==> src/pkg/laie_pkg.sv <==
// What this block does
// - Registers coded 000 acc, 001..100 B-E, 101 high, 110 low; 111 memory.
// - Flag select code: 00 carry, 01 zero, 10 sign, 11 parity.
// - Memory operand address comes from high and low pointer registers.
// - 11 DDD SOURCE_FIELD copies source into destination in one fetch cycle.
// - Move with equal source and destination changes nothing.
// - Source 111 loads destination from memory: fetch then read; 11 111 111 halts.
// - Destination 111 stores source to memory: fetch then write.
// - 00 DDD 110 reads second byte into destination: fetch then read.
// - 00 111 110 reads second byte then writes it to memory.
// - 00 DDD 000 increments register, updates zero sign parity, carry kept; 00 000 000 halts instead.
// - 00 DDD 001 decrements register, updates zero sign parity, carry kept; 00 000 001 halts instead.
// - Accumulator group operations set all four flags from the result.
// - AND, XOR and OR clear the carry flag.
// - Rotates change only carry; zero, sign, parity kept.
// - 10 OOO SOURCE_FIELD with register source completes in one fetch cycle.
// - Op 000 adds operand; op 001 adds operand plus carry.
// - Op 010 subtracts operand; op 011 subtracts operand and carry.
// - Ops 100, 101, 110 store AND, XOR, OR into accumulator.
// - Op 111 compares: flags only; zero means equal, carry means lower.
// - ALU source 111 takes operand from memory: fetch then read.
// - Sign is result bit 7; parity set on even parity.
package laie_pkg;
  localparam int DATA_W = 8;
  localparam int ADDR_W = 14;
  localparam int NUM_REGS = 7;
  localparam int HIGH_ADDR_W = ADDR_W - DATA_W;
  localparam logic [2:0] REG_ACC = 3'h0;
  localparam logic [2:0] REG_HIGH = 3'h5;
  localparam logic [2:0] REG_LOW = 3'h6;
  localparam logic [2:0] REG_MEM = 3'h7;
  localparam logic [1:0] FLAG_CARRY = 2'h0;
  localparam logic [1:0] FLAG_ZERO = 2'h1;
  localparam logic [1:0] FLAG_SIGN = 2'h2;
  localparam logic [1:0] FLAG_PARITY = 2'h3;
  localparam logic [1:0] GRP_IMM_INC = 2'h0;
  localparam logic [1:0] GRP_ALU = 2'h2;
  localparam logic [1:0] GRP_MOVE = 2'h3;
  localparam logic [2:0] LOW_INC = 3'h0;
  localparam logic [2:0] LOW_DEC = 3'h1;
  localparam logic [2:0] LOW_ROT = 3'h2;
  localparam logic [2:0] LOW_IMM = 3'h6;
  localparam logic [2:0] OP_ADD = 3'h0;
  localparam logic [2:0] OP_ADC = 3'h1;
  localparam logic [2:0] OP_SUB = 3'h2;
  localparam logic [2:0] OP_SBB = 3'h3;
  localparam logic [2:0] OP_AND = 3'h4;
  localparam logic [2:0] OP_XOR = 3'h5;
  localparam logic [2:0] OP_OR = 3'h6;
  localparam logic [2:0] OP_CMP = 3'h7;
  localparam logic [1:0] ROT_LEFT = 2'h0;
  localparam logic [1:0] ROT_RIGHT = 2'h1;
  localparam logic [1:0] ROT_LEFT_CARRY = 2'h2;
  localparam logic [1:0] ROT_RIGHT_CARRY = 2'h3;
  localparam logic [DATA_W-1:0] REG_RESET = 8'h00;
  localparam logic [ADDR_W-1:0] PC_RESET = 14'h0000;
  localparam logic [ADDR_W-1:0] PC_STEP = 14'h0001;
  localparam logic [DATA_W-1:0] ONE_BYTE = 8'h01;

  typedef enum logic [2:0] {
    ST_FETCH = 3'b000,
    ST_EXEC = 3'b001,
    ST_READ_MEM = 3'b010,
    ST_READ_IMM = 3'b011,
    ST_WRITE = 3'b100,
    ST_HALT = 3'b101
  } laie_state_t;

  typedef enum logic [1:0] {
    CYC_FETCH = 2'b00,
    CYC_MEM_READ = 2'b01,
    CYC_MEM_WRITE = 2'b10,
    CYC_IDLE = 2'b11
  } laie_cycle_t;

  typedef enum logic [1:0] {
    MODE_ARITH = 2'b00,
    MODE_INC = 2'b01,
    MODE_DEC = 2'b10,
    MODE_ROT = 2'b11
  } laie_alu_mode_t;

  typedef struct packed {
    logic carry;
    logic zero;
    logic sign;
    logic parity;
  } laie_flags_t;

  typedef struct packed {
    logic valid;
    laie_cycle_t cycle;
    logic [ADDR_W-1:0] addr;
    logic [DATA_W-1:0] wdata;
  } laie_bus_req_t;

  localparam laie_flags_t FLAGS_RESET = 4'h0;

  // Code 111 names the pointer-addressed byte, not a register
  function automatic logic laie_is_mem(input logic [2:0] code);
    return code == REG_MEM;
  endfunction

  // Zero, sign and parity always follow the result the same way
  function automatic laie_flags_t laie_flags_of(input logic carry, input logic [DATA_W-1:0] res);
    laie_flags_t f;
    f.carry = carry;
    f.zero = (res == REG_RESET);
    f.sign = res[DATA_W-1];
    f.parity = ~^res;
    return f;
  endfunction
endpackage

==> src/hw/laie_alu.sv <==
`timescale 1ns/10ps
module laie_alu (
  input laie_pkg::laie_alu_mode_t mode,
  input wire logic [2:0] op,
  input wire logic [7:0] a,
  input wire logic [7:0] b,
  input laie_pkg::laie_flags_t flags_in,
  output logic [7:0] result,
  output laie_pkg::laie_flags_t flags_out,
  output logic write_back
);
  import laie_pkg::*;

  // Nine-bit sum so bit 8 is carry out or borrow out
  always_comb begin
    logic [DATA_W:0] wide;
    wide = '0;
    result = a;
    flags_out = flags_in;
    write_back = 1'b0;
    case (mode)
      MODE_ARITH: begin
        case (op)
          OP_ADD: wide = {1'b0, a} + {1'b0, b};
          OP_ADC: wide = {1'b0, a} + {1'b0, b} + 9'(flags_in.carry);
          OP_SUB: wide = {1'b0, a} - {1'b0, b};
          OP_SBB: wide = {1'b0, a} - {1'b0, b} - 9'(flags_in.carry);
          OP_AND: wide = {1'b0, a & b};
          OP_XOR: wide = {1'b0, a ^ b};
          OP_OR: wide = {1'b0, a | b};
          default: wide = {1'b0, a} - {1'b0, b};
        endcase
        result = wide[DATA_W-1:0];
        flags_out = laie_flags_of(wide[DATA_W], result);
        write_back = (op != OP_CMP);
      end
      MODE_INC: begin
        result = a + ONE_BYTE;
        flags_out = laie_flags_of(flags_in.carry, result);
        write_back = 1'b1;
      end
      MODE_DEC: begin
        result = a - ONE_BYTE;
        flags_out = laie_flags_of(flags_in.carry, result);
        write_back = 1'b1;
      end
      default: begin
        // Rotates touch carry only
        case (op[1:0])
          ROT_LEFT: result = {a[6:0], a[7]};
          ROT_RIGHT: result = {a[0], a[7:1]};
          ROT_LEFT_CARRY: result = {a[6:0], flags_in.carry};
          default: result = {flags_in.carry, a[7:1]};
        endcase
        flags_out.carry = op[0] ? a[0] : a[7];
        write_back = 1'b1;
      end
    endcase
  end
endmodule

==> src/hw/laie_exec.sv <==
`timescale 1ns/10ps
module laie_exec (
  input wire logic ref_clk,
  input wire logic rst,
  output laie_pkg::laie_bus_req_t bus_req,
  input wire logic bus_ack,
  input wire logic [7:0] bus_rdata,
  input wire logic [1:0] flag_select_code,
  output logic flag_selected,
  output laie_pkg::laie_flags_t flags,
  output logic [7:0] acc_value,
  output logic [13:0] pc_value,
  output logic halted,
  output logic instr_done
);
  import laie_pkg::*;

  // Machine state
  laie_state_t state_reg;
  laie_state_t state_next;
  logic [ADDR_W-1:0] pc_reg;
  logic [ADDR_W-1:0] pc_next;
  logic [DATA_W-1:0] ir_reg;
  logic [DATA_W-1:0] ir_next;
  laie_flags_t flags_reg;
  laie_flags_t flags_next;
  logic [DATA_W-1:0] hold_reg;
  logic [DATA_W-1:0] hold_next;
  laie_bus_req_t bus_req_reg;
  laie_bus_req_t bus_req_next;
  logic done_reg;
  logic done_next;

  // Instruction fields
  logic [1:0] grp;
  logic [2:0] dst_field;
  logic [2:0] src_field;

  // Register file ports
  logic rf_wr_en;
  logic [2:0] rf_wr_idx;
  logic [DATA_W-1:0] rf_wr_data;
  logic [2:0] rf_rd_idx;
  logic [DATA_W-1:0] rf_rd_data;
  logic [DATA_W-1:0] acc_data;
  logic [DATA_W-1:0] high_ptr;
  logic [DATA_W-1:0] low_ptr;
  logic [ADDR_W-1:0] mem_addr;

  // ALU ports
  laie_alu_mode_t alu_mode;
  logic [DATA_W-1:0] alu_a;
  logic [DATA_W-1:0] alu_b;
  logic [DATA_W-1:0] alu_result;
  laie_flags_t alu_flags;
  logic alu_write_back;
  logic [2:0] alu_target;

  assign grp = ir_reg[7:6];
  assign dst_field = ir_reg[5:3];
  assign src_field = ir_reg[2:0];

  // Pointer pair forms the operand address; top bits of high are unused
  assign mem_addr = {high_ptr[HIGH_ADDR_W-1:0], low_ptr};

  laie_regfile u_regfile (
    .ref_clk(ref_clk),
    .rst(rst),
    .wr_en(rf_wr_en),
    .wr_idx(rf_wr_idx),
    .wr_data(rf_wr_data),
    .rd_idx(rf_rd_idx),
    .rd_data(rf_rd_data),
    .acc_data(acc_data),
    .high_ptr(high_ptr),
    .low_ptr(low_ptr)
  );

  laie_alu u_alu (
    .mode(alu_mode),
    .op(dst_field),
    .a(alu_a),
    .b(alu_b),
    .flags_in(flags_reg),
    .result(alu_result),
    .flags_out(alu_flags),
    .write_back(alu_write_back)
  );

  // The whole 00 group (inc, dec, rotate, immediate) reads the destination; move and ALU forms read the source
  always_comb begin
    if (grp == GRP_IMM_INC) begin
      rf_rd_idx = dst_field;
    end else begin
      rf_rd_idx = src_field;
    end
  end

  // ALU steering from the opcode group
  always_comb begin
    alu_mode = MODE_ROT;
    alu_a = acc_data;
    alu_target = REG_ACC;
    if (grp == GRP_ALU) begin
      alu_mode = MODE_ARITH;
    end else if (src_field == LOW_INC) begin
      alu_mode = MODE_INC;
      alu_a = rf_rd_data;
      alu_target = dst_field;
    end else if (src_field == LOW_DEC) begin
      alu_mode = MODE_DEC;
      alu_a = rf_rd_data;
      alu_target = dst_field;
    end
  end

  // Memory operand arrives on the read data; otherwise a register
  always_comb begin
    if (state_reg == ST_READ_MEM) begin
      alu_b = bus_rdata;
    end else begin
      alu_b = rf_rd_data;
    end
  end

  // Sequencer: one state per bus cycle, plus a decode step and a halt state
  always_comb begin
    state_next = state_reg;
    pc_next = pc_reg;
    ir_next = ir_reg;
    flags_next = flags_reg;
    hold_next = hold_reg;
    done_next = 1'b0;
    rf_wr_en = 1'b0;
    rf_wr_idx = dst_field;
    rf_wr_data = rf_rd_data;
    case (state_reg)
      ST_FETCH: begin
        if (bus_ack) begin
          ir_next = bus_rdata;
          pc_next = pc_reg + PC_STEP;
          state_next = ST_EXEC;
        end
      end
      ST_EXEC: begin
        state_next = ST_FETCH;
        done_next = 1'b1;
        case (grp)
          GRP_MOVE: begin
            if (laie_is_mem(dst_field) && laie_is_mem(src_field)) begin
              state_next = ST_HALT;
              done_next = 1'b0;
            end else if (laie_is_mem(src_field)) begin
              state_next = ST_READ_MEM;
              done_next = 1'b0;
            end else if (laie_is_mem(dst_field)) begin
              hold_next = rf_rd_data;
              state_next = ST_WRITE;
              done_next = 1'b0;
            end else if (dst_field != src_field) begin
              rf_wr_en = 1'b1;
            end
            // Equal codes fall through untouched
          end
          GRP_ALU: begin
            if (laie_is_mem(src_field)) begin
              state_next = ST_READ_MEM;
              done_next = 1'b0;
            end else begin
              flags_next = alu_flags;
              rf_wr_en = alu_write_back;
              rf_wr_idx = REG_ACC;
              rf_wr_data = alu_result;
            end
          end
          GRP_IMM_INC: begin
            case (src_field)
              LOW_IMM: begin
                state_next = ST_READ_IMM;
                done_next = 1'b0;
              end
              LOW_INC, LOW_DEC: begin
                if (dst_field == REG_ACC) begin
                  // Code 000 here is a halt, not an accumulator step
                  state_next = ST_HALT;
                  done_next = 1'b0;
                end else if (!laie_is_mem(dst_field)) begin
                  flags_next = alu_flags;
                  rf_wr_en = 1'b1;
                  rf_wr_idx = alu_target;
                  rf_wr_data = alu_result;
                end
                // Memory cannot be stepped, so code 111 does nothing
              end
              LOW_ROT: begin
                if (!dst_field[2]) begin
                  flags_next = alu_flags;
                  rf_wr_en = 1'b1;
                  rf_wr_idx = REG_ACC;
                  rf_wr_data = alu_result;
                end
              end
              default: begin
                // Returns and restarts belong to another block
              end
            endcase
          end
          default: begin
            // Jumps, calls and I/O are handled elsewhere
          end
        endcase
      end
      ST_READ_MEM: begin
        if (bus_ack) begin
          state_next = ST_FETCH;
          done_next = 1'b1;
          if (grp == GRP_MOVE) begin
            rf_wr_en = 1'b1;
            rf_wr_data = bus_rdata;
          end else begin
            flags_next = alu_flags;
            rf_wr_en = alu_write_back;
            rf_wr_idx = REG_ACC;
            rf_wr_data = alu_result;
          end
        end
      end
      ST_READ_IMM: begin
        if (bus_ack) begin
          pc_next = pc_reg + PC_STEP;
          if (laie_is_mem(dst_field)) begin
            hold_next = bus_rdata;
            state_next = ST_WRITE;
          end else begin
            rf_wr_en = 1'b1;
            rf_wr_data = bus_rdata;
            state_next = ST_FETCH;
            done_next = 1'b1;
          end
        end
      end
      ST_WRITE: begin
        if (bus_ack) begin
          state_next = ST_FETCH;
          done_next = 1'b1;
        end
      end
      ST_HALT: begin
        // Held until reset; no wake-up source in this block
      end
      default: begin
        state_next = ST_FETCH;
      end
    endcase
  end

  // Next bus request follows the state being entered
  always_comb begin
    bus_req_next.valid = 1'b1;
    bus_req_next.cycle = CYC_IDLE;
    bus_req_next.addr = pc_next;
    bus_req_next.wdata = hold_next;
    case (state_next)
      ST_FETCH: begin
        bus_req_next.cycle = CYC_FETCH;
      end
      ST_READ_IMM: begin
        bus_req_next.cycle = CYC_MEM_READ;
      end
      ST_READ_MEM: begin
        bus_req_next.cycle = CYC_MEM_READ;
        bus_req_next.addr = mem_addr;
      end
      ST_WRITE: begin
        bus_req_next.cycle = CYC_MEM_WRITE;
        bus_req_next.addr = mem_addr;
      end
      default: begin
        bus_req_next.valid = 1'b0;
      end
    endcase
  end

  // State register
  always_ff @(posedge ref_clk or posedge rst) begin
    if (rst) begin
      state_reg <= ST_FETCH;
    end else begin
      state_reg <= state_next;
    end
  end

  // Program counter and instruction byte
  always_ff @(posedge ref_clk or posedge rst) begin
    if (rst) begin
      pc_reg <= PC_RESET;
      ir_reg <= REG_RESET;
    end else begin
      pc_reg <= pc_next;
      ir_reg <= ir_next;
    end
  end

  // Condition flags
  always_ff @(posedge ref_clk or posedge rst) begin
    if (rst) begin
      flags_reg <= FLAGS_RESET;
    end else begin
      flags_reg <= flags_next;
    end
  end

  // Byte waiting for a write cycle
  always_ff @(posedge ref_clk or posedge rst) begin
    if (rst) begin
      hold_reg <= REG_RESET;
    end else begin
      hold_reg <= hold_next;
    end
  end

  // Request is registered so memory sees glitch-free address and type
  always_ff @(posedge ref_clk or posedge rst) begin
    if (rst) begin
      bus_req_reg.valid <= 1'b1;
      bus_req_reg.cycle <= CYC_FETCH;
      bus_req_reg.addr <= PC_RESET;
      bus_req_reg.wdata <= REG_RESET;
    end else begin
      bus_req_reg <= bus_req_next;
    end
  end

  // Completion pulse, one cycle per finished instruction
  always_ff @(posedge ref_clk or posedge rst) begin
    if (rst) begin
      done_reg <= 1'b0;
    end else begin
      done_reg <= done_next;
    end
  end

  // Selected condition by its two-bit code
  always_comb begin
    case (flag_select_code)
      FLAG_CARRY: flag_selected = flags_reg.carry;
      FLAG_ZERO: flag_selected = flags_reg.zero;
      FLAG_SIGN: flag_selected = flags_reg.sign;
      default: flag_selected = flags_reg.parity;
    endcase
  end

  assign bus_req = bus_req_reg;
  assign flags = flags_reg;
  assign acc_value = acc_data;
  assign pc_value = pc_reg;
  assign halted = (state_reg == ST_HALT);
  assign instr_done = done_reg;
endmodule

==> src/hw/laie_regfile.sv <==
`timescale 1ns/10ps
module laie_regfile (
  input wire logic ref_clk,
  input wire logic rst,
  input wire logic wr_en,
  input wire logic [2:0] wr_idx,
  input wire logic [7:0] wr_data,
  input wire logic [2:0] rd_idx,
  output logic [7:0] rd_data,
  output logic [7:0] acc_data,
  output logic [7:0] high_ptr,
  output logic [7:0] low_ptr
);
  import laie_pkg::*;

  logic [DATA_W-1:0] file_reg [NUM_REGS];

  // One flop bank per scratch-pad register
  genvar g;
  generate
    for (g = 0; g < NUM_REGS; g++) begin : g_reg
      always_ff @(posedge ref_clk or posedge rst) begin
        if (rst) begin
          file_reg[g] <= REG_RESET;
        end else if (wr_en && wr_idx == 3'(g)) begin
          file_reg[g] <= wr_data;
        end
      end
    end
  endgenerate

  // Code 111 has no storage behind it, so it reads as zero
  assign rd_data = laie_is_mem(rd_idx) ? REG_RESET : file_reg[rd_idx];
  assign acc_data = file_reg[REG_ACC];
  assign high_ptr = file_reg[REG_HIGH];
  assign low_ptr = file_reg[REG_LOW];
endmodule

==> config.mk <==
export PLATFORM = sky130hd
export DESIGN_NAME = laie_exec
export DESIGN_NICKNAME = d
export VERILOG_FILES = /design/src/pkg/laie_pkg.sv /design/src/hw/laie_alu.sv /design/src/hw/laie_exec.sv /design/src/hw/laie_regfile.sv
export SDC_FILE = /design/constraint.sdc
export NUM_CORES = 1
export LEC_CHECK = 0
export BUFFER_PORTS_ARGS = -buffer_cell sky130_fd_sc_hd__buf_2
export CAP_MARGIN = 20
export CORE_AREA = 2 2 120 122
export DETAILED_ROUTE_END_ITERATION = 12
export DIE_AREA = 0 0 122 124
export PLACE_DENSITY = 0.84
export SLEW_MARGIN = 20
export SYNTH_ARGS = -nofsm -noshare
export SYNTH_HDL_FRONTEND = slang
export SYNTH_SLANG_ARGS = --single-unit
==> constraint.sdc <==
create_clock -name ref_clk -period 10 [get_ports ref_clk]
set_input_delay 1 -clock ref_clk [delete_from_list [all_inputs] [get_ports ref_clk]]
set_output_delay 1 -clock ref_clk [all_outputs]
set_load 0.02 [all_outputs]
==> results of run 1 <==
critical path, delay by kind of cell (launching register included):
family	cells	cell delay [ps]
AO/OA/AOI/OAI	9	2910
AND/OR/NAND/NOR	6	1960
flip-flops	1	920
adder cells (fa/ha/maj)	2	680
XOR/XNOR	2	320
stage by stage:
stage               hold WS (ps)  cells
finish                       480   1220
global route                 516   1220
CTS                          485   1219
detailed placement           466   1203
global placement             461   1203
floorplan                    449   1011
cell type report:
class | count | area (um^2) | area share (%)
clock inverter | 7 | 96.3 | 1.02
clock buffer | 9 | 225 | 2.37
timing repair buffer | 80 | 435 | 4.59
inverter | 36 | 138 | 1.45
sequential | 111 | 2780 | 29.3
tap | 180 | 225 | 2.37
multi-input combinational | 797 | 5590 | 58.9
cells in the final DEF, fill, tap and decap left out, types with 5 or more instances in the layout:
master	n
and2_1	5
a211oi_1	8
a21oi_1	49
nand4_1	12
o21ai_1	9
nor2b_1	14
ha_1	44
mux2i_1	24
o21bai_1	5
or3_1	6
xnor2_1	40
o22ai_1	10
o21a_1	10
a22oi_1	7
a221o_1	7
nor2_1	74
clkbuf_16	9
o31ai_1	8
o21ai_0	81
a211o_1	11
nor3_1	24
nor3b_1	5
xor2_1	12
a31oi_1	6
and3_1	13
dfrtp_1	110
nand2b_1	14
or2_2	9
nand2_1	103
mux2_2	64
o211ai_1	10
a21o_1	6
nand3_1	26
buf_4	14
inv_1	30
buf_2	66
cells by family after synthesis:
kind of cell / count (synthesis) / share of synthesized area, %
flip-flops: 111 / 31.5
AO/OA/AOI/OAI: 278 / 21.4
AND/OR/NAND/NOR: 332 / 18.8
multiplexers: 89 / 11.2
buffers and inverters: 103 / 5.22
XOR/XNOR: 52 / 5.17
adder cells (fa/ha/maj): 46 / 6.70
final timing paths:
check,cells past startpoint,to
max,19,flags[0]
min,2,bus_req[0]
max reg2reg,19,flags[0]
min reg2reg,2,bus_req[0]
max in group asynchronous,3,pc_value[3]
min in group asynchronous,2,u_regfile.file_reg[47]
layer usage:
layer / vias up / part of all wire (%)
met5: - / 0
met4: 0 / 4.4
met3: 81 / 8.9
met2: 481 / 46
met1: 3858 / 40
li1: 3703 / -
==> summary.txt, run 1 <==
Global routing
  • Initial antenna violation count: 0
  • Global Route Usage Sum: 34.2%
  • Met3 usage: 5.45%
  • Total gr overflow: 0
  • GR Util met2: ~56%
  • First-pass GRT wire length: 39800 um
  • Largest net degree at the start of global routing: 80
  • Vias in the first global route: roughly 7500
  • Met1 usage: 44.5%
  • Most Used Layer, Global Route: met2

Worst hold path
  • Worst Hold Launch: bus_req[0]
  • HP Class: reg -> reg

STA
  • Max Freq: between 0.1 and 0.15 GHz
  • Max_slew headroom: 30.4%
  • Worst Skew: 18.1 ps
  • Period utilization: 69.0%
  • Endpoints failing hold: 0
  • Final min period: 6900 ps
  • Slew @ Worst Pin: 1040 ps
  • RSZ-0062 raised after global routing: false
  • Setup TNS: 0 ps
  • Final WS setup: 3100 ps
  • Finish-stage setup viols: 0
  • Final Slew Violations: 0

Critical path
  • Crit path cell chain: nor3b_2 -> nor2_1 -> nor3_1 -> a221o_1 -> a21oi_1 -> ha_1 -> a211oi_1 -> nor2_1 -> o311ai_0 -> nor4bb_1 -> a2111oi_0 -> a211oi_1 -> o21a_1 -> ha_1 -> xor2_1 -> xnor2_1 -> nand2_1 -> o21ai_0 -> o21ai_0
  • CP Capture Type: flop
  • Flop-to-flop setup slack: just over 3000 ps
  • Worst Path Required: 10250 ps
  • Setup crit start: ir_reg[7]
  • Critical-path top delay cell: dfrtp_1
  • Largest stage delay, worst path: 920 ps
  • Critical path type: reg -> reg
  • CP max FO: 25
  • Reg-to-reg startpoint: ir_reg[7]
  • CP arrival: 7150 ps
  • CP Launch Type: flop

Detailed routing
  • Initial DRT Pass Iterations: 6
  • Drt drc: 0
  • DR WL/cell: 21.0 um
  • Post-Route WL: 25600 um
  • Antenna viol nets, final: 0
  • Drt via density: 6.66
  • Via count: 8123
  • First DRT Iteration DRCs: 1024

Synth
  • Synth top area share: 31.2%
  • YS warnings: 0
  • Most common library cells after synthesis: dfrtp_1, nand2_1, o21ai_0
  • Synth area leaders: dfrtp_1, mux2_2, ha_1, o21ai_0, nand2_1
  • Most frequent cell after synthesis: dfrtp_1
  • Syn avg cell area: 8.72 um^2
  • Post-synth net total: 1070
  • Post-synth EDFFs: 0
  • Mapped cell area: 0.00882 mm^2
  • Sequential area share after synthesis: 31.5%
  • FFs w/ async S/R, synth: 100%
  • Most used DFF post-synth: dfrtp_1
  • Flop and latch count out of synthesis: 111
  • Post-synthesis instance total: 1011
  • Post-synth top area cell: dfrtp_1
  • Cell variety after synth: 89

Clock network
  • CTS Buffer Depth: 2
  • CTS root buffer: clkbuf_16
  • Clock slew at reported path FFs: 100 ps
  • CTS HTree Levels: 3
  • Post_cts resized: 0
  • Clock sinks: 111
  • Post-CTS Hold Fix Bufs: 0
  • Number of buffers inserted by post-CTS setup repair: 0
  • Clock latency on the worst-skew pair: 370 ps
  • TritonCTS buffer count: 9
  • CTS tree: built

Place
  • Dpl cell area: 0.00916 mm^2
  • I/O Buffers: 66
  • Dpl hpwl: 18700 um
  • GP Congestion: ~1.1
  • DP Worst Slack: 3280 ps

Floorplanning
  • Initial Utilization: 64.3%
  • IO Pins: 67
  • Die Y: 124 um
  • Core box area: ~0.014 mm^2
  • Row count: 43
  • Die Width: between 100 and 150 um
  • Die Area: 0.0151 mm^2

Finish
  • Design area: 0.00949 mm^2
  • ANT cells: 0
  • Share of layout cells above drive strength 1: between 15 and 20%
  • Area growth syn-to-layout: 7.59%
  • Fillers: 1081
  • Nets: 1094
  • Max reg flops: 32
  • Final core utilization: 69.1%

Flow run
  • Number of max-cap violations: 0

Run status
  • Status: finished clean
Power of run 1 is not shown: default switching activity piles up to over one toggle a cycle in this logic, so the estimate is an artifact.
==> run 2, diff against run 1 <==
Settings changed: CORE_AREA 2 2 120 122 to 2 2 129 131, DIE_AREA 0 0 122 124 to 0 0 131 133, PLACE_DENSITY 0.84 to 0.77.
Clock period 10 ns to 6.3 ns, I/O delays scaled along.
==> summary.txt, run 2 (synthesis results as in run 1) <==
Finish
  • Max reg flops: 32 (unchanged)
  • Fillers: 1370 (+27%)
  • ANT cells: 0 (unchanged)
  • Area growth syn-to-layout: 10.8%
  • Sequential cell area: 0.00278 mm^2 (about the same)
  • Commonest cells after routing, fill and taps aside: dfrtp_1, nand2_1, o21ai_0, nor2_1, buf_2
  • Nets: 1124 (+2.7%)
  • Area occupied by multi-input gates: 0.00559 mm^2 (unchanged)
  • Share of layout cells above drive strength 1: 21.6% (+2.4 points)
  • Leading cell type in the layout, fill and taps excluded: dfrtp_1

Clock network
  • Clock slew at reported path FFs: 90 ps (about the same)
  • Clock latency on the worst-skew pair: 370 ps (about the same)
  • TritonCTS buffer count: 9 (unchanged)
  • Post-CTS Hold Fix Bufs: 0 (unchanged)
  • CTS Buffer Depth: 2 (unchanged)
  • CTS HTree Levels: 3 (unchanged)
  • CTS root buffer: clkbuf_16
  • Clock sinks: 111 (unchanged)
  • CTS tree: built

STA
  • Worst Skew: 16.5 ps (-1.62 ps)
  • Finish-stage setup viols: 0 (unchanged)
  • Max Freq: 0.169 GHz (+17%)
  • Period utilization: 93.7% (+25 points)
  • Slew @ Worst Pin: 1130 ps (+84.6 ps)
  • Max_slew headroom: 24.6% (-5.8 points)
  • Endpoints failing hold: 0 (unchanged)
  • RSZ-0062 raised after global routing: false
  • Setup TNS: 0 ps (unchanged)
  • Final min period: 5900 ps (-995 ps)
  • Final Slew Violations: 0 (unchanged)

Critical path
  • Instance count on the critical path: 21 (+2)
  • CP Launch Type: flop
  • Critical path type: reg -> reg
  • Largest stage delay, worst path: 730 ps (-190 ps)
  • Critical-path top delay cell: a2111oi_0
  • CP max FO: 13 (-48%)
  • Largest delay contributor family on the critical path: compound AO/OA/AOI/OAI gates
  • CP Capture Type: flop
  • Buf/Inv on CP: 1 (+1)
  • Crit path cell chain: o21a_4 -> nor2_1 -> and3_1 -> a221o_1 -> a21o_1 -> inv_1 -> ha_1 -> fa_1 -> a211oi_1 -> o21bai_1 -> a211oi_1 -> nor4bb_1 -> a2111oi_0 -> o21ai_0 -> o21a_1 -> ha_1 -> xor2_1 -> xnor2_1 -> nand2_1 -> o21ai_0 -> o21ai_0
  • Worst R2R Path Depth: 21 (+2)
  • Worst Path Required: 6550 ps (-3700 ps)
  • CP arrival: 6150 ps (-1000 ps)
  • Crit path top cell by count: o21ai_0

Floorplanning
  • Die Y: 133 um (+7.3%)
  • Die Width: 131 um (+7.4%)
  • Row count: 47 (+9.3%)
  • Die Area: 0.0174 mm^2 (+15%)
  • Core box area: 0.0162 mm^2 (+18%)
  • IO Pins: 67 (unchanged)
  • Initial Utilization: 54.5% (-9.7 points)

Detailed routing
  • Post-Route WL: 26400 um (+2.9%)
  • Via count: 8127 (+0.049%)
  • Drt drc: 0 (unchanged)
  • Antenna viol nets, final: 0 (unchanged)
  • Drt via density: 6.30 (-5.4%)
  • Initial DRT Pass Iterations: 5 (-1)
  • First DRT Iteration DRCs: 895 (-13%)
  • DR WL/cell: 20.4 um (-2.6%)

Global routing
  • Largest net degree at the start of global routing: 73 (-8.8%)
  • Vias in the first global route: 7629 (+2.3%)
  • First-pass GRT wire length: 41200 um (+3.5%)
  • Initial antenna violation count: 0 (unchanged)
  • Global Route Usage Sum: 30.7% (-3.5 points)
  • Total gr overflow: 0 (unchanged)

Worst hold path
  • HP Class: in -> async

Run status
  • Status: finished clean

Place
  • GP Congestion: 1.02 (-3.1%)
  • Dpl hpwl: 19900 um (+6.4%)
  • I/O Buffers: 66 (unchanged)

Flow run
  • Number of max-cap violations: 0 (unchanged)
[run 2: area by class of cell]
type / instances / share of cell area [%]
multi-input cells: 797 / 57.2
flip-flops and latches: 111 / 28.5
repair buffers: 110 / 6.74
well taps: 220 / 2.82
clock buffers: 9 / 2.31
inverters: 36 / 1.41
clock inverters: 7 / 1.04
[run 2: per-layer routing]
metal	vias to the layer above	part of all wire, %	GRT usage, %
met3	87	7.7	4.77
met2	394	46	48.2
li1	3770	-	-
met1	3876	42	42.0
met5	-	0	0
met4	0	4.0	12.8
[run 2: metrics by stage]
step	std cells	worst slack (ps)	instance area, um^2	utilization (%)	hold slack (ps)
after floorplan	1011	1060	8820	-	449
after global placement	1273	558	9430	58.3	460
after detailed placement	1274	438	9430	58.3	470
after CTS	1290	401	9760	60.4	297
after global routing	1290	17.6	9770	60.4	322
final	1290	400	9770	60.4	288
[run 2: path summary, 6_finish.rpt]
path | start | to | slack (ps)
max | ir_reg[7] | flags[0] | 400
max in group asynchronous | rst | ir_reg[6] | 4650
min in group ref_clk | bus_req[6] | bus_req[6] | 480
min reg2reg | bus_req[6] | bus_req[6] | 480
min | rst | bus_req[14] | 290
max reg2reg | ir_reg[7] | flags[0] | 400
[run 2: timing repair]
item	4_1_cts	5_1_grt
setup endpoints to repair	0	1
gates resized for setup	0	1
setup buffers	0	0
endpoints found under the hold margin	0	0
Power of run 2 is left out for the same reason.
==> run 3, diff against run 2 <==
--- a/config.mk
+++ b/config.mk
@@ -9,5 +9,5 @@
 export CAP_MARGIN = 20
-export CORE_AREA = 2 2 129 131
+export CORE_AREA = 2 2 116 146
 export DETAILED_ROUTE_END_ITERATION = 12
-export DIE_AREA = 0 0 131 133
+export DIE_AREA = 0 0 118 148
 export PLACE_DENSITY = 0.77
==> constraint.sdc (replaced) <==
create_clock -name ref_clk -period 6.3 [get_ports ref_clk]
set_input_delay 0.315 -clock ref_clk [delete_from_list [all_inputs] [get_ports ref_clk]]
set_output_delay 0.315 -clock ref_clk [all_outputs]
set_load 0.02 [all_outputs]
==> summary.txt, run 3 (synthesis results as in run 1) <==
Critical path
  • CP Launch Type: flop
  • CP Capture Type: flop
  • Critical-path top delay cell: dfrtp_1
  • CP max FO: 16 (+3)
  • Reg-to-reg startpoint: ir_reg[6]
  • Largest stage delay, worst path: 520 ps (-210 ps)
  • Critical path type: reg -> reg
  • Crit path cell chain: buf_4 -> or3b_1 -> a21boi_2 -> and3_1 -> a221o_1 -> a21o_1 -> buf_4 -> ha_1 -> fa_1 -> xor2_1 -> a2111oi_0 -> o211ai_1 -> nor4b_2 -> xnor2_1 -> a211oi_1 -> o21a_1 -> ha_1 -> xor2_1 -> xnor2_1 -> nand2_1 -> o21ai_0 -> o21ai_0
  • CP arrival: 6200 ps (+50 ps)
  • Setup crit start: ir_reg[6]
  • Worst Path Required: 6570 ps (+20 ps)

STA
  • Final min period: 5930 ps (+34.5 ps)
  • Period utilization: 94.2% (+0.55 points)
  • RSZ-0062 raised after global routing: false
  • Finish-stage setup viols: 0 (unchanged)
  • Endpoints failing hold: 0 (unchanged)
  • Hold WS: 17.0 ps (-271 ps)
  • Slew @ Worst Pin: 977 ps (-151 ps)
  • Final Slew Violations: 0 (unchanged)
  • Max Freq: 0.169 GHz (-0.58%)
  • Setup TNS: 0 ps (unchanged)
  • Max_slew headroom: 34.3% (+9.7 points)
  • Worst Skew: 19.2 ps (+2.69 ps)

Run status
  • Status: finished clean

Place
  • Placed Cells: 1265 (-0.71%)
  • GP Congestion: 1.03 (+1.0%)
  • I/O Buffers: 66 (unchanged)
  • Dpl hpwl: 20700 um (+3.9%)

Global routing
  • Vias in the first global route: 7846 (+2.8%)
  • Largest net degree at the start of global routing: 67 (-8.2%)
  • Global Route Usage Sum: 31.7% (+0.97 points)
  • Total gr overflow: 0 (unchanged)
  • First-pass GRT wire length: 43400 um (+5.4%)
  • Initial antenna violation count: 0 (unchanged)

Floorplanning
  • IO Pins: 67 (unchanged)
  • Die Y: 148 um (+11%)
  • Die Area: 0.0175 mm^2 (+0.24%)
  • Core box area: 0.0161 mm^2 (-0.63%)
  • Row count: 52 (+11%)
  • Die Width: 118 um (-9.9%)
  • Initial Utilization: 54.9% (+0.34 points)

Finish
  • ANT cells: 0 (unchanged)
  • Fillers: 1432 (+4.5%)
  • Final core utilization: 60.5% (+0.16 points)
  • Commonest cells after routing, fill and taps aside: dfrtp_1, nand2_1, o21ai_0, nor2_1, buf_2
  • Nets: 1119 (-0.44%)
  • Area growth syn-to-layout: 10.3%
  • Share of layout cells above drive strength 1: 21.8% (+0.20 points)
  • Leading cell type in the layout, fill and taps excluded: dfrtp_1
  • Max reg flops: 32 (unchanged)
  • Final Non-Filler Cells: 1281 (-0.70%)

Clock network
  • CTS Buffer Depth: 2 (unchanged)
  • Clock latency on the worst-skew pair: 360 ps (about the same)
  • Clock sinks: 111 (unchanged)
  • Clock slew at reported path FFs: 90 ps (about the same)
  • CTS HTree Levels: 3 (unchanged)
  • CTS root buffer: clkbuf_16
  • Post-CTS Hold Fix Bufs: 0 (unchanged)
  • TritonCTS buffer count: 9 (unchanged)
  • CTS tree: built

Detailed routing
  • First DRT Iteration DRCs: 750 (-16%)
  • Drt drc: 0 (unchanged)
  • DR WL/cell: 21.5 um (+5.0%)
  • Drt via density: 6.39 (+1.5%)
  • Via count: 8190 (+0.78%)
  • Post-Route WL: 27500 um (+4.2%)
  • Antenna viol nets, final: 0 (unchanged)
  • Initial DRT Pass Iterations: 7 (+2)

Flow run
  • Number of max-cap violations: 0 (unchanged)

Worst hold path
  • HP Class: in -> async
-- run 3: changes by cell type in the layout (fill, tap and decap cells not counted), sizes merged --
cell    delta
buf        -5
clkinv     +2
inv        -2
-- run 3: worst paths after layout --
path,slack (ps),cells past startpoint,endpoint
worst max-delay path,370,22,flags[0]
worst min-delay path,20,2,bus_req[1]
worst max register to register,370,22,flags[0]
worst min register to register,480,2,bus_req[1]
max in group asynchronous,5050,3,pc_value[10]
min in group ref_clk,220,3,ir_reg[4]
-- run 3: area by class of cell --
type	instances	area, um^2	area share, %
multi-input combinational	797	5630	57.8
sequential	111	2780	28.6
timing repair buffer	105	623	6.40
tap	216	270	2.78
clock buffer	9	225	2.31
inverter	36	138	1.41
clock inverter	7	67.6	0.694
-- run 3: critical path, delay by kind of cell (launching register included) --
family,cells,cell delay (ps)
AND/OR/NAND/NOR,4,1010
XOR/XNOR,4,620
flip-flops,1,520
AO/OA/AOI/OAI,9,2290
adder cells (fa/ha/maj),3,980
buffers and inverters,2,420
-- run 3: stage by stage --
stage	cell area, um^2	setup slack (ps)
floorplan	8820	1060
global placement	9390	439
detailed placement	9400	444
CTS	9690	396
global route	9730	40.0
finish	9730	365
-- run 3: what timing repair did --
item | 4_1_cts | 5_1_grt
endpoints found under the hold margin | 0 | 0
buffers inserted | 0 | 0
endpoints found under the setup margin | 0 | 1
resized for setup | 0 | 5
-- run 3: routing by layer --
metal	track usage [%]	wire length [um]
met3	3.86	1600
met1	38.0	10600
met4	20.4	1980
met2	53.8	13300
met5	0	0
Power of run 3 is left out for the same reason.
